## src/design/tsp_pkg.sv

```systemverilog
// Shared constants of the trace serial port
package tsp_pkg;

  // ==========================================================
  // Register map
  localparam int ADDR_W = 3;
  localparam logic [2:0] OFS_TRACE_BYTE = 3'h0;
  localparam logic [2:0] OFS_CONTROL = 3'h4;

  // ==========================================================
  // Control field positions
  localparam int CTRL_EN_POS = 0;
  localparam int CTRL_EDGE_POS = 1;
  localparam int CTRL_RATE_LSB = 2;
  localparam int CTRL_GAP_LSB = 4;

  // ==========================================================
  // Reset values
  localparam logic [7:0] TRACE_BYTE_RST = 8'h00;
  localparam logic CTRL_EN_RST = 1'b0;
  localparam logic CTRL_EDGE_RST = 1'b0;
  localparam logic [1:0] CTRL_RATE_RST = 2'h0;
  localparam logic [2:0] CTRL_GAP_RST = 3'h0;

  // ==========================================================
  // Timing
  localparam int SYS_CLK_HZ = 48_000_000;
  localparam int RATE_FAST_HZ = 24_000_000;
  localparam int RATE_MID_HZ = 12_000_000;
  localparam int RATE_SLOW_HZ = 6_000_000;
  localparam int HALF_W = 3;
  localparam logic [HALF_W-1:0] HALF_FAST = HALF_W'(SYS_CLK_HZ / (2 * RATE_FAST_HZ));
  localparam logic [HALF_W-1:0] HALF_MID = HALF_W'(SYS_CLK_HZ / (2 * RATE_MID_HZ));
  localparam logic [HALF_W-1:0] HALF_SLOW = HALF_W'(SYS_CLK_HZ / (2 * RATE_SLOW_HZ));
  localparam logic [1:0] RATE_FAST = 2'h0;
  localparam logic [1:0] RATE_MID = 2'h1;
  localparam logic [1:0] RATE_SLOW = 2'h2;

  // ==========================================================
  // Frame shape
  localparam logic [4:0] STEP_LAST = 5'h10;

  typedef enum {
    TSP_IDLE,
    TSP_SHIFT,
    TSP_GAP
  } tsp_state_t;

endpackage

```

## src/design/tsp_tick_if.sv

```systemverilog
// Half-period tick link between the port control and its timer
`timescale 1ns/1ns
`default_nettype none
interface tsp_tick_if;
  logic run;
  logic [tsp_pkg::HALF_W-1:0] half_cycles;
  logic tick;
  modport ctrl (output run, output half_cycles, input tick);
  modport timer (input run, input half_cycles, output tick);
endinterface // tsp_tick_if
`default_nettype wire

```

## src/design/tsp_half_timer.sv

```systemverilog
// Half-period timer for the trace clock
`timescale 1ns/1ns
`default_nettype none
module tsp_half_timer (
  input wire logic I_CLK,
  input wire logic I_ARST_N,
  tsp_tick_if.timer tk
);

  logic [tsp_pkg::HALF_W-1:0] cnt;
  logic [tsp_pkg::HALF_W-1:0] next_cnt;
  logic at_end;

  // ==========================================================
  // Counter, cleared whenever the port is idle
  always_comb begin
    at_end = (cnt >= tk.half_cycles - tsp_pkg::HALF_W'(1));
    tk.tick = tk.run && at_end;
    next_cnt = cnt;
    if (!tk.run || at_end) begin
      next_cnt = '0;
    end else begin
      next_cnt = cnt + tsp_pkg::HALF_W'(1);
    end
  end

  always_ff @(posedge I_CLK or negedge I_ARST_N) begin
    if (!I_ARST_N) begin
      cnt <= '0;
    end else begin
      cnt <= next_cnt;
    end
  end

endmodule // tsp_half_timer
`default_nettype wire

```

## src/design/tsp_trace_port.sv

```systemverilog
// Trace serial port: registers, serializer and trace pins
`timescale 1ns/1ns
`default_nettype none

module tsp_trace_port (
  input wire logic I_CLK,
  input wire logic I_ARST_N,
  input wire logic I_REG_REQ,
  input wire logic I_REG_WE,
  input wire logic [tsp_pkg::ADDR_W-1:0] I_REG_ADDR,
  input wire logic [7:0] I_REG_WDATA,
  output logic O_REG_ACK,
  output logic [7:0] O_REG_RDATA,
  input wire logic I_SLEEP_REQ,
  output logic O_SLEEP_ACK,
  output logic O_TRACE_CLK,
  output logic O_TRACE_DATA
);

  // ==========================================================
  // Declarations
  tsp_tick_if tk ();

  logic [7:0] trace_byte;
  logic [7:0] next_trace_byte;
  logic ctrl_en;
  logic next_ctrl_en;
  logic ctrl_edge;
  logic next_ctrl_edge;
  logic [1:0] ctrl_rate;
  logic [1:0] next_ctrl_rate;
  logic [2:0] ctrl_gap;
  logic [2:0] next_ctrl_gap;
  logic reg_ack;
  logic next_reg_ack;
  logic [7:0] reg_rdata;
  logic [7:0] next_reg_rdata;

  tsp_pkg::tsp_state_t state;
  tsp_pkg::tsp_state_t next_state;
  logic [4:0] step;
  logic [4:0] next_step;
  logic [4:0] gap_cnt;
  logic [4:0] next_gap_cnt;
  logic [7:0] shreg;
  logic [7:0] next_shreg;
  logic clk_q;
  logic next_clk_q;
  logic dat_q;
  logic next_dat_q;

  logic accept;
  logic wr_byte;
  logic wr_ctrl;
  logic hold_off;
  logic start;
  logic [4:0] step_inc;
  logic [4:0] gap_last;
  logic [7:0] ctrl_view;

  // ==========================================================
  // Timer hookup
  tsp_half_timer u_timer (
    .I_CLK(I_CLK),
    .I_ARST_N(I_ARST_N),
    .tk(tk)
  );

  assign tk.run = (state != tsp_pkg::TSP_IDLE);

  always_comb begin
    case (ctrl_rate)
      tsp_pkg::RATE_FAST: tk.half_cycles = tsp_pkg::HALF_FAST;
      tsp_pkg::RATE_MID: tk.half_cycles = tsp_pkg::HALF_MID;
      tsp_pkg::RATE_SLOW: tk.half_cycles = tsp_pkg::HALF_SLOW;
      // Reserved code runs at the slowest rate
      default: tk.half_cycles = tsp_pkg::HALF_SLOW;
    endcase
  end

  // ==========================================================
  // Register access
  // write hold-off
  assign hold_off = I_REG_WE && (I_REG_ADDR == tsp_pkg::OFS_TRACE_BYTE) &&
                    (state != tsp_pkg::TSP_IDLE);
  assign accept = I_REG_REQ && !reg_ack && !hold_off;
  assign wr_byte = accept && I_REG_WE && (I_REG_ADDR == tsp_pkg::OFS_TRACE_BYTE);
  assign wr_ctrl = accept && I_REG_WE && (I_REG_ADDR == tsp_pkg::OFS_CONTROL);

  // start only when enabled and awake
  assign start = wr_byte && ctrl_en && !I_SLEEP_REQ;

  always_comb begin
    ctrl_view = 8'h00;
    ctrl_view[tsp_pkg::CTRL_EN_POS] = ctrl_en;
    ctrl_view[tsp_pkg::CTRL_EDGE_POS] = ctrl_edge;
    ctrl_view[tsp_pkg::CTRL_RATE_LSB +: 2] = ctrl_rate;
    ctrl_view[tsp_pkg::CTRL_GAP_LSB +: 3] = ctrl_gap;
  end

  always_comb begin
    next_trace_byte = trace_byte;
    next_ctrl_en = ctrl_en;
    next_ctrl_edge = ctrl_edge;
    next_ctrl_rate = ctrl_rate;
    next_ctrl_gap = ctrl_gap;
    next_reg_ack = accept;
    next_reg_rdata = reg_rdata;
    if (wr_byte) begin
      next_trace_byte = I_REG_WDATA;
    end
    if (wr_ctrl) begin
      next_ctrl_en = I_REG_WDATA[tsp_pkg::CTRL_EN_POS];
      next_ctrl_edge = I_REG_WDATA[tsp_pkg::CTRL_EDGE_POS];
      next_ctrl_rate = I_REG_WDATA[tsp_pkg::CTRL_RATE_LSB +: 2];
      next_ctrl_gap = I_REG_WDATA[tsp_pkg::CTRL_GAP_LSB +: 3];
    end
    if (accept && !I_REG_WE) begin
      case (I_REG_ADDR)
        tsp_pkg::OFS_TRACE_BYTE: next_reg_rdata = trace_byte;
        tsp_pkg::OFS_CONTROL: next_reg_rdata = ctrl_view;
        default: next_reg_rdata = 8'h00;
      endcase
    end
  end

  always_ff @(posedge I_CLK or negedge I_ARST_N) begin
    if (!I_ARST_N) begin
      trace_byte <= tsp_pkg::TRACE_BYTE_RST;
      ctrl_en <= tsp_pkg::CTRL_EN_RST;
      ctrl_edge <= tsp_pkg::CTRL_EDGE_RST;
      ctrl_rate <= tsp_pkg::CTRL_RATE_RST;
      ctrl_gap <= tsp_pkg::CTRL_GAP_RST;
      reg_ack <= 1'b0;
      reg_rdata <= 8'h00;
    end else begin
      trace_byte <= next_trace_byte;
      ctrl_en <= next_ctrl_en;
      ctrl_edge <= next_ctrl_edge;
      ctrl_rate <= next_ctrl_rate;
      ctrl_gap <= next_ctrl_gap;
      reg_ack <= next_reg_ack;
      reg_rdata <= next_reg_rdata;
    end
  end

  // ==========================================================
  // Serializer
  // Step 0 is a lead-in half with the clock high; odd steps are the
  // low half of each trace clock period, even steps the high half.
  assign step_inc = step + 5'h01;
  // gap length in halves, minus one
  assign gap_last = {1'b0, ctrl_gap, 1'b1};

  always_comb begin
    next_state = state;
    next_step = step;
    next_gap_cnt = gap_cnt;
    next_shreg = shreg;
    next_clk_q = clk_q;
    next_dat_q = dat_q;
    case (state)
      tsp_pkg::TSP_IDLE: begin
        next_clk_q = 1'b1;
        next_dat_q = 1'b1;
        if (start) begin
          next_state = tsp_pkg::TSP_SHIFT;
          next_step = 5'h00;
          next_shreg = I_REG_WDATA;
          // falling-edge mode presents bit 0 ahead of first fall
          if (!ctrl_edge) begin
            next_dat_q = I_REG_WDATA[0];
            next_shreg = {1'b0, I_REG_WDATA[7:1]};
          end
        end
      end
      tsp_pkg::TSP_SHIFT: begin
        if (!ctrl_en) begin
          next_state = tsp_pkg::TSP_IDLE;
          next_clk_q = 1'b1;
          next_dat_q = 1'b1;
        end else if (tk.tick) begin
          if (step == tsp_pkg::STEP_LAST) begin
            next_state = tsp_pkg::TSP_GAP;
            next_gap_cnt = 5'h00;
            next_clk_q = 1'b1;
            next_dat_q = 1'b1;
          end else begin
            next_step = step_inc;
            next_clk_q = !step_inc[0];
            if ((ctrl_edge && step_inc[0]) ||
                (!ctrl_edge && !step_inc[0] && step_inc != tsp_pkg::STEP_LAST)) begin
              next_dat_q = shreg[0];
              next_shreg = {1'b0, shreg[7:1]};
            end
          end
        end
      end
      tsp_pkg::TSP_GAP: begin
        next_clk_q = 1'b1;
        next_dat_q = 1'b1;
        if (!ctrl_en) begin
          next_state = tsp_pkg::TSP_IDLE;
        end else if (tk.tick) begin
          if (gap_cnt == gap_last) begin
            next_state = tsp_pkg::TSP_IDLE;
          end else begin
            next_gap_cnt = gap_cnt + 5'h01;
          end
        end
      end
      default: begin
        next_state = tsp_pkg::TSP_IDLE;
        next_clk_q = 1'b1;
        next_dat_q = 1'b1;
      end
    endcase
  end

  always_ff @(posedge I_CLK or negedge I_ARST_N) begin
    if (!I_ARST_N) begin
      state <= tsp_pkg::TSP_IDLE;
      step <= 5'h00;
      gap_cnt <= 5'h00;
      shreg <= 8'h00;
      clk_q <= 1'b1;
      dat_q <= 1'b1;
    end else begin
      state <= next_state;
      step <= next_step;
      gap_cnt <= next_gap_cnt;
      shreg <= next_shreg;
      clk_q <= next_clk_q;
      dat_q <= next_dat_q;
    end
  end

  // ==========================================================
  // Outputs
  assign O_REG_ACK = reg_ack;
  assign O_REG_RDATA = reg_rdata;
  assign O_SLEEP_ACK = I_SLEEP_REQ && (state == tsp_pkg::TSP_IDLE);
  assign O_TRACE_CLK = clk_q;
  assign O_TRACE_DATA = dat_q;

endmodule // tsp_trace_port
`default_nettype wire

```

## config.mk

```make
export PLATFORM = sky130hd
export DESIGN_NAME = tsp_trace_port
export DESIGN_NICKNAME = d
export VERILOG_FILES = /design/src/design/tsp_pkg.sv /design/src/design/tsp_tick_if.sv /design/src/design/tsp_half_timer.sv /design/src/design/tsp_trace_port.sv
export SDC_FILE = /design/constraint.sdc
export NUM_CORES = 1
export LEC_CHECK = 0
export ABC_AREA = 1
export ABC_CLOCK_PERIOD_IN_PS = 3200
export BUFFER_PORTS_ARGS = -buffer_cell sky130_fd_sc_hd__buf_2
export CORE_MARGIN = 3
export CORE_UTILIZATION = 55
export CTS_BUF_LIST = sky130_fd_sc_hd__clkbuf_16
export DETAILED_ROUTE_END_ITERATION = 7
export HOLD_SLACK_MARGIN = 0.05
export PLACE_DENSITY = 0.83
export SKIP_LAST_GASP = 1
export SYNTH_ARGS = -nofsm -noshare
export SYNTH_HDL_FRONTEND = slang
export SYNTH_SLANG_ARGS = --single-unit
```

## constraint.sdc

```tcl
create_clock -name I_CLK -period 3.2 [get_ports I_CLK]
set_input_delay 0.64 -clock I_CLK [delete_from_list [all_inputs] [get_ports I_CLK]]
set_output_delay 0.64 -clock I_CLK [all_outputs]
set_load 0.01 [all_outputs]
```

### Yosys cells after proc, flatten, opt, wreduce, memory -nomap -nowiden

Cells that the tools add are included.

* add/sub/neg operators: 4
* order comparisons: 1
* eq/ne operators: 21
* muxes and demuxes: 41
* reduce and logical (&&, ||, !) cells: 36

Operator list (number)
* 32-bit two-way mux: 7
* 32-bit case mux with 3 select lines: 1
* 32-bit zero test: 2
* 5-bit two-way mux: 10
* 8-bit two-way mux: 6
* 32-bit by 1-bit equality test with 1-bit output, second input constant: 1
* 32-bit by 2-bit equality test with 1-bit output, second input constant: 1
* 8-bit case mux with 2 select lines: 2
* 32-bit nonzero test: 1
* 5-bit case mux with 2 select lines: 2
* 2-bit != test, second input constant: 9
* 1-bit logical AND: 15
* 3-bit != test, second input constant: 4
* 5-bit by 1-bit adder with 5-bit output, second input constant: 2
* 1-bit two-way mux: 10
* 5-bit AND reduction: 2
* 1-bit zero test: 7
* 7-bit AND reduction: 1
* 3-bit case mux with 2 select lines: 1
* 6-bit AND reduction: 1
* 5-bit by 4-bit equality test with 1-bit output: 1
* 5-bit equality test, second input constant: 1
* 5-bit != test, second input constant: 1
* 4-bit != test, second input constant: 1
* 12 further kinds: 14

* bits in registers: 79
* input port bits: 16
* output and inout port bits: 12
* logic and storage cells: 117

### Depth between registers and ports, before layout

Gate-level depths: netlist of the first run.

* depth after elaboration: 11
* gate-level depth with buffers: 14
* depth with buffers taken out: 14

### Hierarchy

From an unflattened synthesis of the first run, not the netlist that was laid out.

* cells, all modules: 353
* area, all modules: 2737.6 µm²

Modules (own cells, without submodules)
* tsp_trace_port: times used 1, cells an instance 328, area an instance 2511.2 µm², sequential area each 1153.6 µm²
* tsp_half_timer: times used 1, cells an instance 25, area an instance 226.5 µm², sequential area each 75.1 µm²

### Least setup slack after synthesis of the first run

OpenSTA, ideal clock, no wires.

* path type: register -> register
* start point: register ctrl_rate[0]
* end point: register shreg[0]
* library setup time: 0.117 ns
* arrival: 1.939 ns
* data required time: 3.083 ns
* slack: 1.144 ns
* cell stages (with the launch flop): 15
* buffers on the path: 1
* period minus slack after synthesis: 2.056 ns
* cells stage by stage: dfrtp_1 -> inv_1 -> nand2_1 -> ha_1 -> xnor2_1 -> ha_1 -> a21oi_1 -> nand3_1 -> nand2_1 -> nand2_1 -> nand2_2 -> nor2_8 -> buf_6 -> nand3_1 -> nand2_1

* longest elaborated chain between the ends: 7
* elaborated cells on any way between the ends: 8
* those cells by class: add/sub: 1; order compare: 1; eq/ne: 2; mux: 1; reduce/logical: 3

Ends and longest elaborated chain
* start: declaration: line tsp_trace_port.sv:30 `logic [1:0] ctrl_rate;`
* start signal: assignment: line tsp_trace_port.sv:132 `ctrl_rate <= tsp_pkg::CTRL_RATE_RST;`
* start signal: assignment: line tsp_trace_port.sv:140 `ctrl_rate <= next_ctrl_rate;`
* 2-bit by 1-bit equality test with 1-bit output or 2-bit zero test (tied branches): line tsp_trace_port.sv:72 `case (ctrl_rate)`
* 3-bit case mux with 2 select lines (*): line tsp_trace_port.sv:72
* 3-bit by 1-bit subtractor with 3-bit output (*): line tsp_half_timer.sv:17 `at_end = (cnt >= tk.half_cycles - tsp_pkg::HALF_W'(1));`
* 3-bit greater-or-equal comparator (*): line tsp_half_timer.sv:17
* 1-bit logical AND (*): line tsp_half_timer.sv:18 `tk.tick = tk.run && at_end;`
* 2-bit != test (no source line) (*)
* 6-bit AND reduction (no source line) (*)
* end signal: assignment: line tsp_trace_port.sv:232 `shreg <= next_shreg;`
* end: declaration: line tsp_trace_port.sv:45 `logic [7:0] shreg;`

Mark *: on every way between the ends. The rest lies on a longest branch, timed or not.
A chain may end at the register's enable or synchronous reset.

### Final worst setup path of the first run

* start point: register ctrl_rate[0]
* end point: register shreg[6]

The elaborated chain is that of the path after synthesis.

==> results of run 1 <==
==> power by group through the flow <==
stage / Combinational, µW / Clock [µW] / Sequential (µW)
6_report: 287 / 671 / 765
3_5_place_dp: 287 / 0 / 774
5_1_grt: 335 / 710 / 777
4_1_cts: 289 / 678 / 763
3_3_place_gp: 271 / 0 / 770
2_1_floorplan: 212 / 0 / 754
==> per-layer routing <==
metal | global-route usage (%) | up-vias | wire length [µm]
met5 | 0 | - | 0
met2 | 34.7 | 70 | 2720
met3 | 4.14 | 12 | 269
met1 | 27.8 | 1075 | 2540
met4 | 7.07 | 0 | 97
li1 | - | 1138 | -
==> synth_stat cells (2+ instances only) <==
master / instances / area share, %
nand2_1: 105 / 15
dfrtp_1: 47 / 44
inv_1: 33 / 4.6
o21ai_0: 30 / 5.6
nand3_1: 26 / 4.8
nor2_1: 19 / 2.6
ha_1: 9 / 4.2
o21ai_1: 9 / 1.7
mux2_2: 7 / 2.9
inv_2: 6 / 0.83
nor3_1: 6 / 1.1
nand2_2: 5 / 1.2
a21oi_1: 4 / 0.74
nand3b_1: 4 / 1.1
clkbuf_1: 3 / 0.42
buf_2: 2 / 0.37
dfstp_2: 2 / 1.9
nand4_1: 2 / 0.46
nor2_4: 2 / 0.83
nor2_8: 2 / 1.5
xnor2_1: 2 / 0.65
xor2_1: 2 / 0.65
==> cells by family (layout without fill, tap and decap cells) <==
| kind of cell | Yosys count | after routing | synth area share (%) |
|---|---|---|---|
| AO/OA/AOI/OAI | 47 | 47 | 9.22 |
| adder cells (fa/ha/maj) | 9 | 9 | 4.17 |
| XOR/XNOR | 4 | 4 | 1.30 |
| multiplexers | 7 | 7 | 2.92 |
| buffers and inverters | 47 | 75 | 7.04 |
| AND/OR/NAND/NOR | 175 | 175 | 29.8 |
| flip-flops | 49 | 49 | 45.5 |
==> state kept, by name (all words and copies together) (netlist names) <==
name          flops
ctrl_rate         2
ctrl_gap          3
ctrl_edge         1
step              5
O_REG_RDATA       8
O_TRACE_DATA      1
trace_byte        8
u_timer.cnt       3
ctrl_en           1
shreg             8
O_REG_ACK         1
O_TRACE_CLK       1
state             2
gap_cnt           5
==> worst max-delay path: stages, from the launching register on <==
cell and delay, ns:
dfrtp_1 0.40, inv_1 0.07, nand2_1 0.11, ha_1 0.23
xnor2_1 0.14, ha_1 0.32, nand3b_1 0.11, nand3_1 0.14
nand2_1 0.08, nand2_1 0.08, nand2_2 0.09, nor2_8 0.24
nand2_2 0.16, nand2_1 0.10, nand2_1 0.05
==> final cells by class <==
| class | instances | area [µm²] |
|---|---|---|
| tap | 65 | 81.3 |
| fill | 373 | 1470 |
| inverter | 40 | 150 |
| clock buffer | 5 | 125 |
| timing repair buffer | 27 | 135 |
| sequential | 49 | 1230 |
| clock inverter | 3 | 65.1 |
| multi-input combinational | 242 | 1280 |
==> final timing paths <==
path / from / end / depth (start not counted)
max in group asynchronous: I_ARST_N / step[3] / 1
min in group asynchronous: I_ARST_N / O_REG_RDATA[7] / 1
min reg2reg: O_TRACE_DATA / O_TRACE_DATA / 2
min: O_TRACE_DATA / O_TRACE_DATA / 2
max reg2reg: ctrl_rate[0] / shreg[6] / 14
max: ctrl_rate[0] / shreg[6] / 14
==> stage by stage <==
stage          cell area, µm²  power (µW)  hold WS [ns]  utilization (%)
6_report                 3070        1720         0.459             67.6
5_1_grt                  3070        1820         0.472             67.6
2_1_floorplan            2700         966         0.344                -
3_5_place_dp             2880        1060         0.453             63.4
4_1_cts                  3070        1730         0.462             67.6
3_3_place_gp             2880        1040         0.453             63.4
==> placed cells by master, fill, tap and decap left out, types with 4 or more instances in the layout <==
cell | synthesis | final
nand2_1 | 105 | 105
dfrtp_1 | 47 | 47
inv_1 | 33 | 33
o21ai_0 | 30 | 30
buf_2 | 2 | 27
nand3_1 | 26 | 26
nor2_1 | 19 | 19
o21ai_1 | 9 | 9
ha_1 | 9 | 9
mux2_2 | 7 | 7
inv_2 | 6 | 6
nor3_1 | 6 | 6
nand2_2 | 5 | 5
clkbuf_16 | 0 | 5
a21oi_1 | 4 | 4
nand3b_1 | 4 | 4
==> results.md, run 1 <==
* Status: completed
* First-pass GRT wire length at roughly 10000 µm
* Synth Warn # at 0
* Reg clk slew, reported paths at about 0.07 ns
* DRC at 0
* WL final at approximately 5600 µm
* Main synth FF type: dfrtp_1
* Internal at 1260 µW
* Max Slew Vio Count at 0
* Cell chosen for the clock root: clkbuf_16
* RSZ-0062 raised after global routing: no
* Post-synth EDFFs at 0
* Post-DR vias/cell at 5.32
* Worst Slack Setup Final at just under 0.8 ns
* H-tree depth at 2
* Clock Skew at about 0.008 ns
* IO Pins at 28
* Net Sw Frac at about 27%
* Gpl congestion at around 0.90
* Final setup violation count at 0
* Synth Net Count at about 360
* CTS max path bufs at 2
* WS Path Type: reg2reg
* Setup TNS at 0 ns
* Max-cap violations at 0
* Asr flop ratio synth at 100%
* Initial Util at about three fifths
* DR pass1 iterations at 6
* Crit. End Element: flip-flop
* Area grow syn2layout at 13.6%
* Total CTS buffers at 5
* Vias at ~2300
* Critical path launch point type: flip-flop
* Worst Path Arrival at about 2.6 ns
* Final worst-path cycle share at 75.5%
* Clk_lat worst skew at between 0.2 and 0.3 ns
* CTS tree: done
* Mapped Area at ~0.0027 mm²
* Ant diodes at 0
* Die Y at about 76 µm
* Final hold vios at 0
* Relative slew slack at ~29%
* VDD IR max at around 0.26 mV
* Worst-path fanout max at 16
* DP Cell Count at 423
* Post-CTS Hold Fix Bufs at 0
* Initial antenna violation count at 0
* Final net count at 390
* Die area at 0.00579 mm²
* Clock sinks at 49
* Largest net degree at the start of global routing at 50
* Layout cells sized above 1 at 17.5%
* Total congestion overflow at 0
* Antenna-violating nets left at 0
* Min Tclk post-route at approximately 2.4 ns
* # rows at 24
* Vias in the first global route at 2215
* Reg power frac at approximately 44%
* # Post-CTS Setup Buffers at 0
* Filler-free cell count of the finished design at approximately 430
* GRT Util Overall at a little over a fifth
* Core footprint at approximately 0.0045 mm²
* R2R Setup Slk at between 0.7 and 0.8 ns
* Leakage at ~0.0016 µW
* Die Wd at approximately 76 µm
* Post-CTS sizing at 0
* Post-synth cell types at 33
* Worst Max-Slew Pin Slew at about 1.1 ns
* Max Freq at slightly above 400 MHz
* Hold/Removal Path Class: reg2reg
* Detail Placement HPWL at a little over 4000 µm
* Required @ worst endpoint at 3.38 ns
* Post-Syn Instances at about 340
* Wire per inst at 13.1 µm
* Switching pwr at between 400 and 500 µW
* Avg Cell Area, Syn at 7.99 µm²
* Post-place setup slack at just over 0.8 ns
* # port buffers at 27
* Sequential element share of the synthesized area at a little under half
* P per Cell Area at 562 mW/mm²
* Share of power burned in the clock network at approximately two fifths
* Combinational share of power at between 10% and 20%
* DRT iter0 DRCs at ~170
* Yosys reg bits at 49
Note: power is estimated with default switching activity, not from simulation.
==> run 2, diff against run 1 <==
--- a/config.mk
+++ b/config.mk
@@ -6,14 +6,14 @@
 export NUM_CORES = 1
 export LEC_CHECK = 0
 export ABC_AREA = 1
-export ABC_CLOCK_PERIOD_IN_PS = 3200
+export ABC_CLOCK_PERIOD_IN_PS = 2050
 export BUFFER_PORTS_ARGS = -buffer_cell sky130_fd_sc_hd__buf_2
 export CORE_MARGIN = 3
-export CORE_UTILIZATION = 55
+export CORE_UTILIZATION = 53
 export CTS_BUF_LIST = sky130_fd_sc_hd__clkbuf_16
 export DETAILED_ROUTE_END_ITERATION = 7
 export HOLD_SLACK_MARGIN = 0.05
-export PLACE_DENSITY = 0.83
+export PLACE_DENSITY = 0.84
 export SKIP_LAST_GASP = 1
 export SYNTH_ARGS = -nofsm -noshare
 export SYNTH_HDL_FRONTEND = slang
==> constraint.sdc (replaced) <==
create_clock -name I_CLK -period 2.05 [get_ports I_CLK]
set_input_delay 0.41 -clock I_CLK [delete_from_list [all_inputs] [get_ports I_CLK]]
set_output_delay 0.41 -clock I_CLK [all_outputs]
set_load 0.01 [all_outputs]
==> run 2 against run 1 <==
Effect of this change:
- sequential cell count unchanged
- cell area increased by 11%
- sequential share of layout area decreased by 4.0 points
- die area increased by 3.5%
- the flow now finishes with violations (negative setup slack)
- combinational power increased to 2.9 times the previous value
- clock power increased by 18%
- largest power group unchanged
- non-clock buffer count increased by 23
- power increased by 63%
- largest cell class unchanged
- global-route usage increased by 2.2 points
- clock skew decreased by 0.0030 ns
==> results.md, run 2 (synthesis results as in run 1) <==
* Status: finished, violations left
* Failing checks: negative setup slack
* Filler-free cell count of the finished design at 456 (+5.8%)
* Die area at 0.00599 mm² (+3.5%)
* Reg-to-Reg End: shreg[0]
* WL final at 6490 µm (+15%)
* Core footprint at 0.00482 mm² (+6.2%)
* Cell chosen for the clock root: clkbuf_16
* Required @ worst endpoint at 2.23 ns (-1.15 ns)
* Worst Slack Setup Final at -0.204 ns (-0.987 ns)
* Final setup violation count at 21 (+21)
* Total CTS buffers at 5 (unchanged)
* Max Freq at 444 MHz (+7.2%)
* Initial Util at 56.1% (-3.5 points)
* Die Y at 77.4 µm (+1.7%)
* Number of fill cells at 367 (-1.6%)
* Final net count at 413 (+5.9%)
* Leakage at 0.00171 µW (+8.9%)
* Ant diodes at 0 (unchanged)
* Post-DR vias/cell at 5.30 (-0.50%)
* R2R Setup Slk at -0.20 ns (-0.99 ns)
* Detail Placement HPWL at 4160 µm (+2.1%)
* WS Path Type: reg2reg
* # rows at 25 (+4.2%)
* Area grow syn2layout at 26.1%
* Worst-path fanout max at 8 (-8)
* Min Tclk post-route at 2.25 ns (-0.163 ns)
* Critical path endpoint: shreg[0]
* # port buffers at 27 (unchanged)
* Vias at 2416 (+5.3%)
* Met1 Use GR at 29.4% (+1.6 points)
* Crit. End Element: flip-flop
* Slowest CP cell: dfrtp_1
* CTS max path bufs at 2 (unchanged)
* Setup TNS at -2.81 ns (-2.81 ns)
* Final worst-path cycle share at 110% (+34 points)
* Clock Skew at 0.00501 ns (-0.00302 ns)
* DRC at 0 (unchanged)
* Total congestion overflow at 0 (unchanged)
* Hold/Removal Path Class: in2async
* Routing usage on met3 at 3.48% (-0.66 points)
* Initial antenna violation count at 0 (unchanged)
* Most frequent cells in the layout: 93 x nand2_1, 47 x dfrtp_1, 30 x inv_1, 30 x o21ai_0, 27 x buf_2
* WHS at 0.212 ns (-0.247 ns)
* Antenna-violating nets left at 0 (unchanged)
* Wire per inst at 14.2 µm (+8.9%)
* RSZ-0062 raised after global routing: yes
* Max Slew Vio Count at 0 (unchanged)
* Met2 Track Usage GR at 39.6% (+5.0 points)
* Commonest non-fill, non-tap cell in the layout: nand2_1
* Vias in the first global route at 2395 (+8.1%)
* Register-to-Register Path Depth at 14 (unchanged)
* Clk_lat worst skew at 0.29 ns (about the same)
* DRT iter0 DRCs at 234 (+40%)
* Final hold vios at 0 (unchanged)
* Relative slew slack at 59.2% (+31 points)
* Worst path most repeated cell: nand2_2
* Sequential Area at 0.00123 mm² (unchanged)
* VDD IR max at 0.412 mV (+57%)
* IO Pins at 28 (unchanged)
* Multi-input logic area at 0.00147 mm² (+15%)
* First-pass GRT wire length at 11000 µm (+10%)
* GRT Util Overall at 23.2% (+2.2 points)
* Max incr delay on CP at 0.43 ns (+0.03 ns)
* Worst R2R Start: ctrl_rate[0]
* Fin util at 70.7% (+3.1 points)
* Reg clk slew, reported paths at 0.06 ns (about the same)
* Die Wd at 77.4 µm (+1.7%)
* CTS tree: done
* GR peak layer: met2
* Cell breakdown of the critical path: inv_2, nand2_4, ha_4, xnor2_4, ha_4, nand3b_1, nand3_2, nand2_2, nand2_2, nand2_4, nor2_8, nand2_4, nand2_2, nand2_2
* Largest net degree at the start of global routing at 50 (unchanged)
* Layout cells sized above 1 at 30.8% (+13 points)
* P per Cell Area at 824 mW/mm² (+47%)
* Gpl congestion at 0.884 (-1.4%)
* Max-cap violations at 0 (unchanged)
* Worst Path Arrival at 2.44 ns (-0.16 ns)
* H-tree depth at 2 (unchanged)
* DR pass1 iterations at 4 (-2)
* Critical path launch point type: flip-flop
* Worst Max-Slew Pin Slew at 0.612 ns (-0.458 ns)
* DP Cell Count at 439 (+3.8%)
* Setup crit start: ctrl_rate[0]
* Clock sinks at 49 (unchanged)
run 2: worst min path at each step:
stage / from / cells past startpoint / endpoint
CTS: I_ARST_N / 2 / O_REG_RDATA[2]
global placement: O_TRACE_DATA / 2 / O_TRACE_DATA
finish: I_ARST_N / 2 / O_REG_RDATA[2]
floorplan: I_ARST_N / 0 / O_REG_ACK
global route: I_ARST_N / 2 / O_REG_RDATA[0]
detailed placement: O_TRACE_DATA / 2 / O_TRACE_DATA
run 2: critical path: cells and delay by family, from the launching register on:
kind	cells	cell delay [ns]
xor+xnor	1	0.15
fa+ha+maj	2	0.48
buf+inv	1	0.10
flops	1	0.43
simple gates	10	0.97
run 2: per-layer routing:
metal / wire (µm) / up-vias
met5: 0 / -
met2: 3320 / 63
met4: 118 / 0
met1: 2710 / 1153
met3: 335 / 13
li1: - / 1187
run 2: report_power, final:
part / switching (µW) / internal, µW
clock network: 346 / 443
logic: 421 / 397
registers: 109 / 1090
run 2: final cells by class:
cell class	instances	share of cell area, %
Multi-Input combinational cell	242	43.1
Clock buffer	5	3.67
Inverter	40	4.56
Clock inverter	3	0.404
Timing Repair Buffer	50	9.70
Sequential cell	49	36.1
Tap cell	67	2.46
run 2: repair_timing:
item / CTS / global route
resized for setup: 34 / 18
setup buffers: 9 / 4
hold buffers: 0 / 0
setup endpoints to repair: 21 / 25
cloned: 0 / 0
pin swaps: 20 / 14
run 2: per-stage QoR:
step	setup WS, ns	power (µW)	area [µm²]
after detailed placement	-0.191	1720	2990
after CTS	-0.144	2700	3330
final	-0.204	2810	3410
after global routing	-0.319	2960	3410
after floorplan	0.00408	1510	2700
after global placement	-0.0814	1690	2990
==> run 3, diff against run 2 <==
--- a/config.mk
+++ b/config.mk
@@ -6,14 +6,14 @@
 export NUM_CORES = 1
 export LEC_CHECK = 0
 export ABC_AREA = 1
-export ABC_CLOCK_PERIOD_IN_PS = 2050
+export ABC_CLOCK_PERIOD_IN_PS = 2600
 export BUFFER_PORTS_ARGS = -buffer_cell sky130_fd_sc_hd__buf_2
 export CORE_MARGIN = 3
-export CORE_UTILIZATION = 53
+export CORE_UTILIZATION = 52
 export CTS_BUF_LIST = sky130_fd_sc_hd__clkbuf_16
 export DETAILED_ROUTE_END_ITERATION = 7
 export HOLD_SLACK_MARGIN = 0.05
-export PLACE_DENSITY = 0.84
+export PLACE_DENSITY = 0.8
 export SKIP_LAST_GASP = 1
 export SYNTH_ARGS = -nofsm -noshare
 export SYNTH_HDL_FRONTEND = slang
==> constraint.sdc (replaced) <==
create_clock -name I_CLK -period 2.6 [get_ports I_CLK]
set_input_delay 0.52 -clock I_CLK [delete_from_list [all_inputs] [get_ports I_CLK]]
set_output_delay 0.52 -clock I_CLK [all_outputs]
set_load 0.01 [all_outputs]
==> run 3 against run 2 <==
Effect of this change:
- the run now ends clean
- fmax fell by 4.5%
- die area rose by 1.8%
- clock-buffer cell count did not move
- worst hold slack improved by 0.12 ns
- non-clock buffer count fell by 18
- largest power group unchanged
==> results.md, run 3 (synthesis results as in run 1) <==
* Status: completed
* Setup TNS at 0 ns (+2.81 ns)
* Number of fill cells at 435 (+19%)
* Filler-free cell count of the finished design at 438 (-3.9%)
* Die Wd at 78.1 µm (+0.89%)
* Relative slew slack at 59.2% (about the same)
* Critical path launch point type: flip-flop
* Sum of buffers and inverters on the critical path at 2 (+1)
* # rows at 25 (unchanged)
* CTS tree: done
* Cell breakdown of the critical path: inv_1, nand2_1, ha_1, xnor2_1, ha_1, a21oi_1, nand3_1, nand2_1, nand2_1, nand2_2, nor2_8, buf_4, nand2_1, nand2_1
* Reg clk slew, reported paths at 0.06 ns (about the same)
* Initial antenna violation count at 0 (unchanged)
* Max incr delay on CP at 0.40 ns (-0.03 ns)
* GRT Util Overall at 19.4% (-3.8 points)
* CTS max path bufs at 2 (unchanged)
* DRC at 0 (unchanged)
* Final setup violation count at 0 (-100%)
* Antenna-violating nets left at 0 (unchanged)
* Max Slew Vio Count at 0 (unchanged)
* Sequential Area at 0.00123 mm² (unchanged)
* Final hold vios at 0 (unchanged)
* Area grow syn2layout at 14.2%
* Most frequent cells in the layout: 105 x nand2_1, 47 x dfrtp_1, 33 x inv_1, 30 x o21ai_0, 27 x buf_2
* Power Total at 2020 µW (-28%)
* Clock Skew at 0.00508 ns (+0.0000687 ns)
* Final net count at 395 (-4.4%)
* Clk_lat worst skew at 0.29 ns (about the same)
* # port buffers at 27 (unchanged)
* Worst path most repeated cell: nand2_1
* First-pass GRT wire length at 9510 µm (-14%)
* Cell chosen for the clock root: clkbuf_16
* Ant diodes at 0 (unchanged)
* Final worst-path cycle share at 90.8% (-19 points)
* Initial Util at 55.3% (-0.72 points)
* Min Tclk post-route at 2.36 ns (+0.106 ns)
* WS Path Type: reg2reg
* Gpl congestion at 0.876 (-0.92%)
* Die area at 0.00609 mm² (+1.8%)
* Worst-path fanout max at 10 (+2)
* IO Pins at 28 (unchanged)
* Layout cells sized above 1 at 18.3% (-13 points)
* Fin util at 63.2% (-7.5 points)
* VDD IR max at 0.336 mV (-19%)
* Post-DR vias/cell at 5.17 (-2.4%)
* Clock sinks at 49 (unchanged)
* RSZ-0062 raised after global routing: no
* Core footprint at 0.00488 mm² (+1.3%)
* Worst Path Arrival at 2.54 ns (+0.10 ns)
* DRT iter0 DRCs at 195 (-17%)
* Die Y at 78.1 µm (+0.89%)
* Leakage at 0.00158 µW (-7.6%)
* Cell family with most CP delay: simple AND/OR/NAND/NOR gates
* Total congestion overflow at 0 (unchanged)
* Vias in the first global route at 2030 (-15%)
* Total CTS buffers at 5 (unchanged)
* DP Cell Count at 426 (-3.0%)
* WL final at 5590 µm (-14%)
* P per Cell Area at 657 mW/mm² (-20%)
* Commonest non-fill, non-tap cell in the layout: nand2_1
* Vias at 2265 (-6.3%)
* Crit. End Element: flip-flop
* Largest net degree at the start of global routing at 50 (unchanged)
* Multi-input logic area at 0.00128 mm² (-13%)
* Detail Placement HPWL at 4090 µm (-1.5%)
* Worst Max-Slew Pin Slew at 0.612 ns (+0.000833 ns)
* WHS at 0.330 ns (+0.117 ns)
* DR pass1 iterations at 4 (unchanged)
* Slowest CP cell: dfrtp_1
* Wire per inst at 12.8 µm (-10%)
* Max Freq at 424 MHz (-4.5%)
* Max-cap violations at 0 (unchanged)
* H-tree depth at 2 (unchanged)
* Required @ worst endpoint at 2.78 ns (+0.55 ns)
* Hold/Removal Path Class: in2async
run 3: cell types whose count changed in the layout (fill, tap and decap cells not counted), moves of 3 or more:
| cell | delta |
|---|---|
| nand3_1 | +10 |
| buf_6 | -6 |
| inv_1 | +3 |
| nand2_2 | -7 |
| buf_4 | -12 |
| ha_4 | -3 |
| nand2_1 | +12 |
| nand3_2 | -10 |
| ha_1 | +3 |
| inv_2 | -3 |
| nand2_4 | -5 |
run 3: final cells by class:
cell class / instances / share of cell area [%]
inverters: 40 / 4.87
clock buffers: 5 / 4.06
clock inverters: 3 / 1.34
flip-flops and latches: 49 / 39.9
multi-input cells: 242 / 41.6
well taps: 67 / 2.72
repair buffers: 32 / 5.60
run 3: through the flow:
| stage | worst slack [ns] | area, µm² |
|---|---|---|
| floorplan | 0.544 | 2700 |
| global placement | 0.351 | 2890 |
| detailed placement | 0.201 | 2890 |
| CTS | 0.166 | 3050 |
| global route | 0.00844 | 3080 |
| finish | 0.240 | 3080 |
run 3: layer usage:
| layer | wire [µm] | vias to the layer above | part of all wire, % | global-route usage [%] |
|---|---|---|---|---|
| met4 | 62 | 0 | 1.1 | 4.72 |
| met3 | 337 | 6 | 6.0 | 4.13 |
| met5 | 0 | - | 0 | 0 |
| li1 | - | 1143 | - | - |
| met2 | 2670 | 75 | 48 | 31.4 |
| met1 | 2530 | 1041 | 45 | 26.9 |
run 3: worst paths after layout:
path | endpoint | slack (ns) | from | cells past startpoint
worst min-delay path | O_REG_RDATA[7] | 0.33 | I_ARST_N | 2
worst max-delay path | step[2] | 0.24 | ctrl_rate[0] | 14
worst max register to register | step[2] | 0.24 | ctrl_rate[0] | 14
max in group asynchronous | state[0] | 1.86 | I_ARST_N | 2
worst min register to register | O_TRACE_DATA | 0.46 | O_TRACE_DATA | 2
min in group I_CLK | O_TRACE_DATA | 0.46 | O_TRACE_DATA | 2
run 3: power breakdown:
group          switching, µW  total [µW]  leakage [µW]  internal [µW]
Sequential              83.2         943      0.000646            860
Combinational            219         361      0.000854            142
Clock                    270         720     0.0000775            450
Total                    572        2020       0.00158           1450
run 3: repair_timing:
action / 4_1_cts / 5_1_grt
gates resized for setup: 0 / 0
hold buffers: 0 / 0
setup endpoints to repair: 0 / 8
buffers inserted: 0 / 4
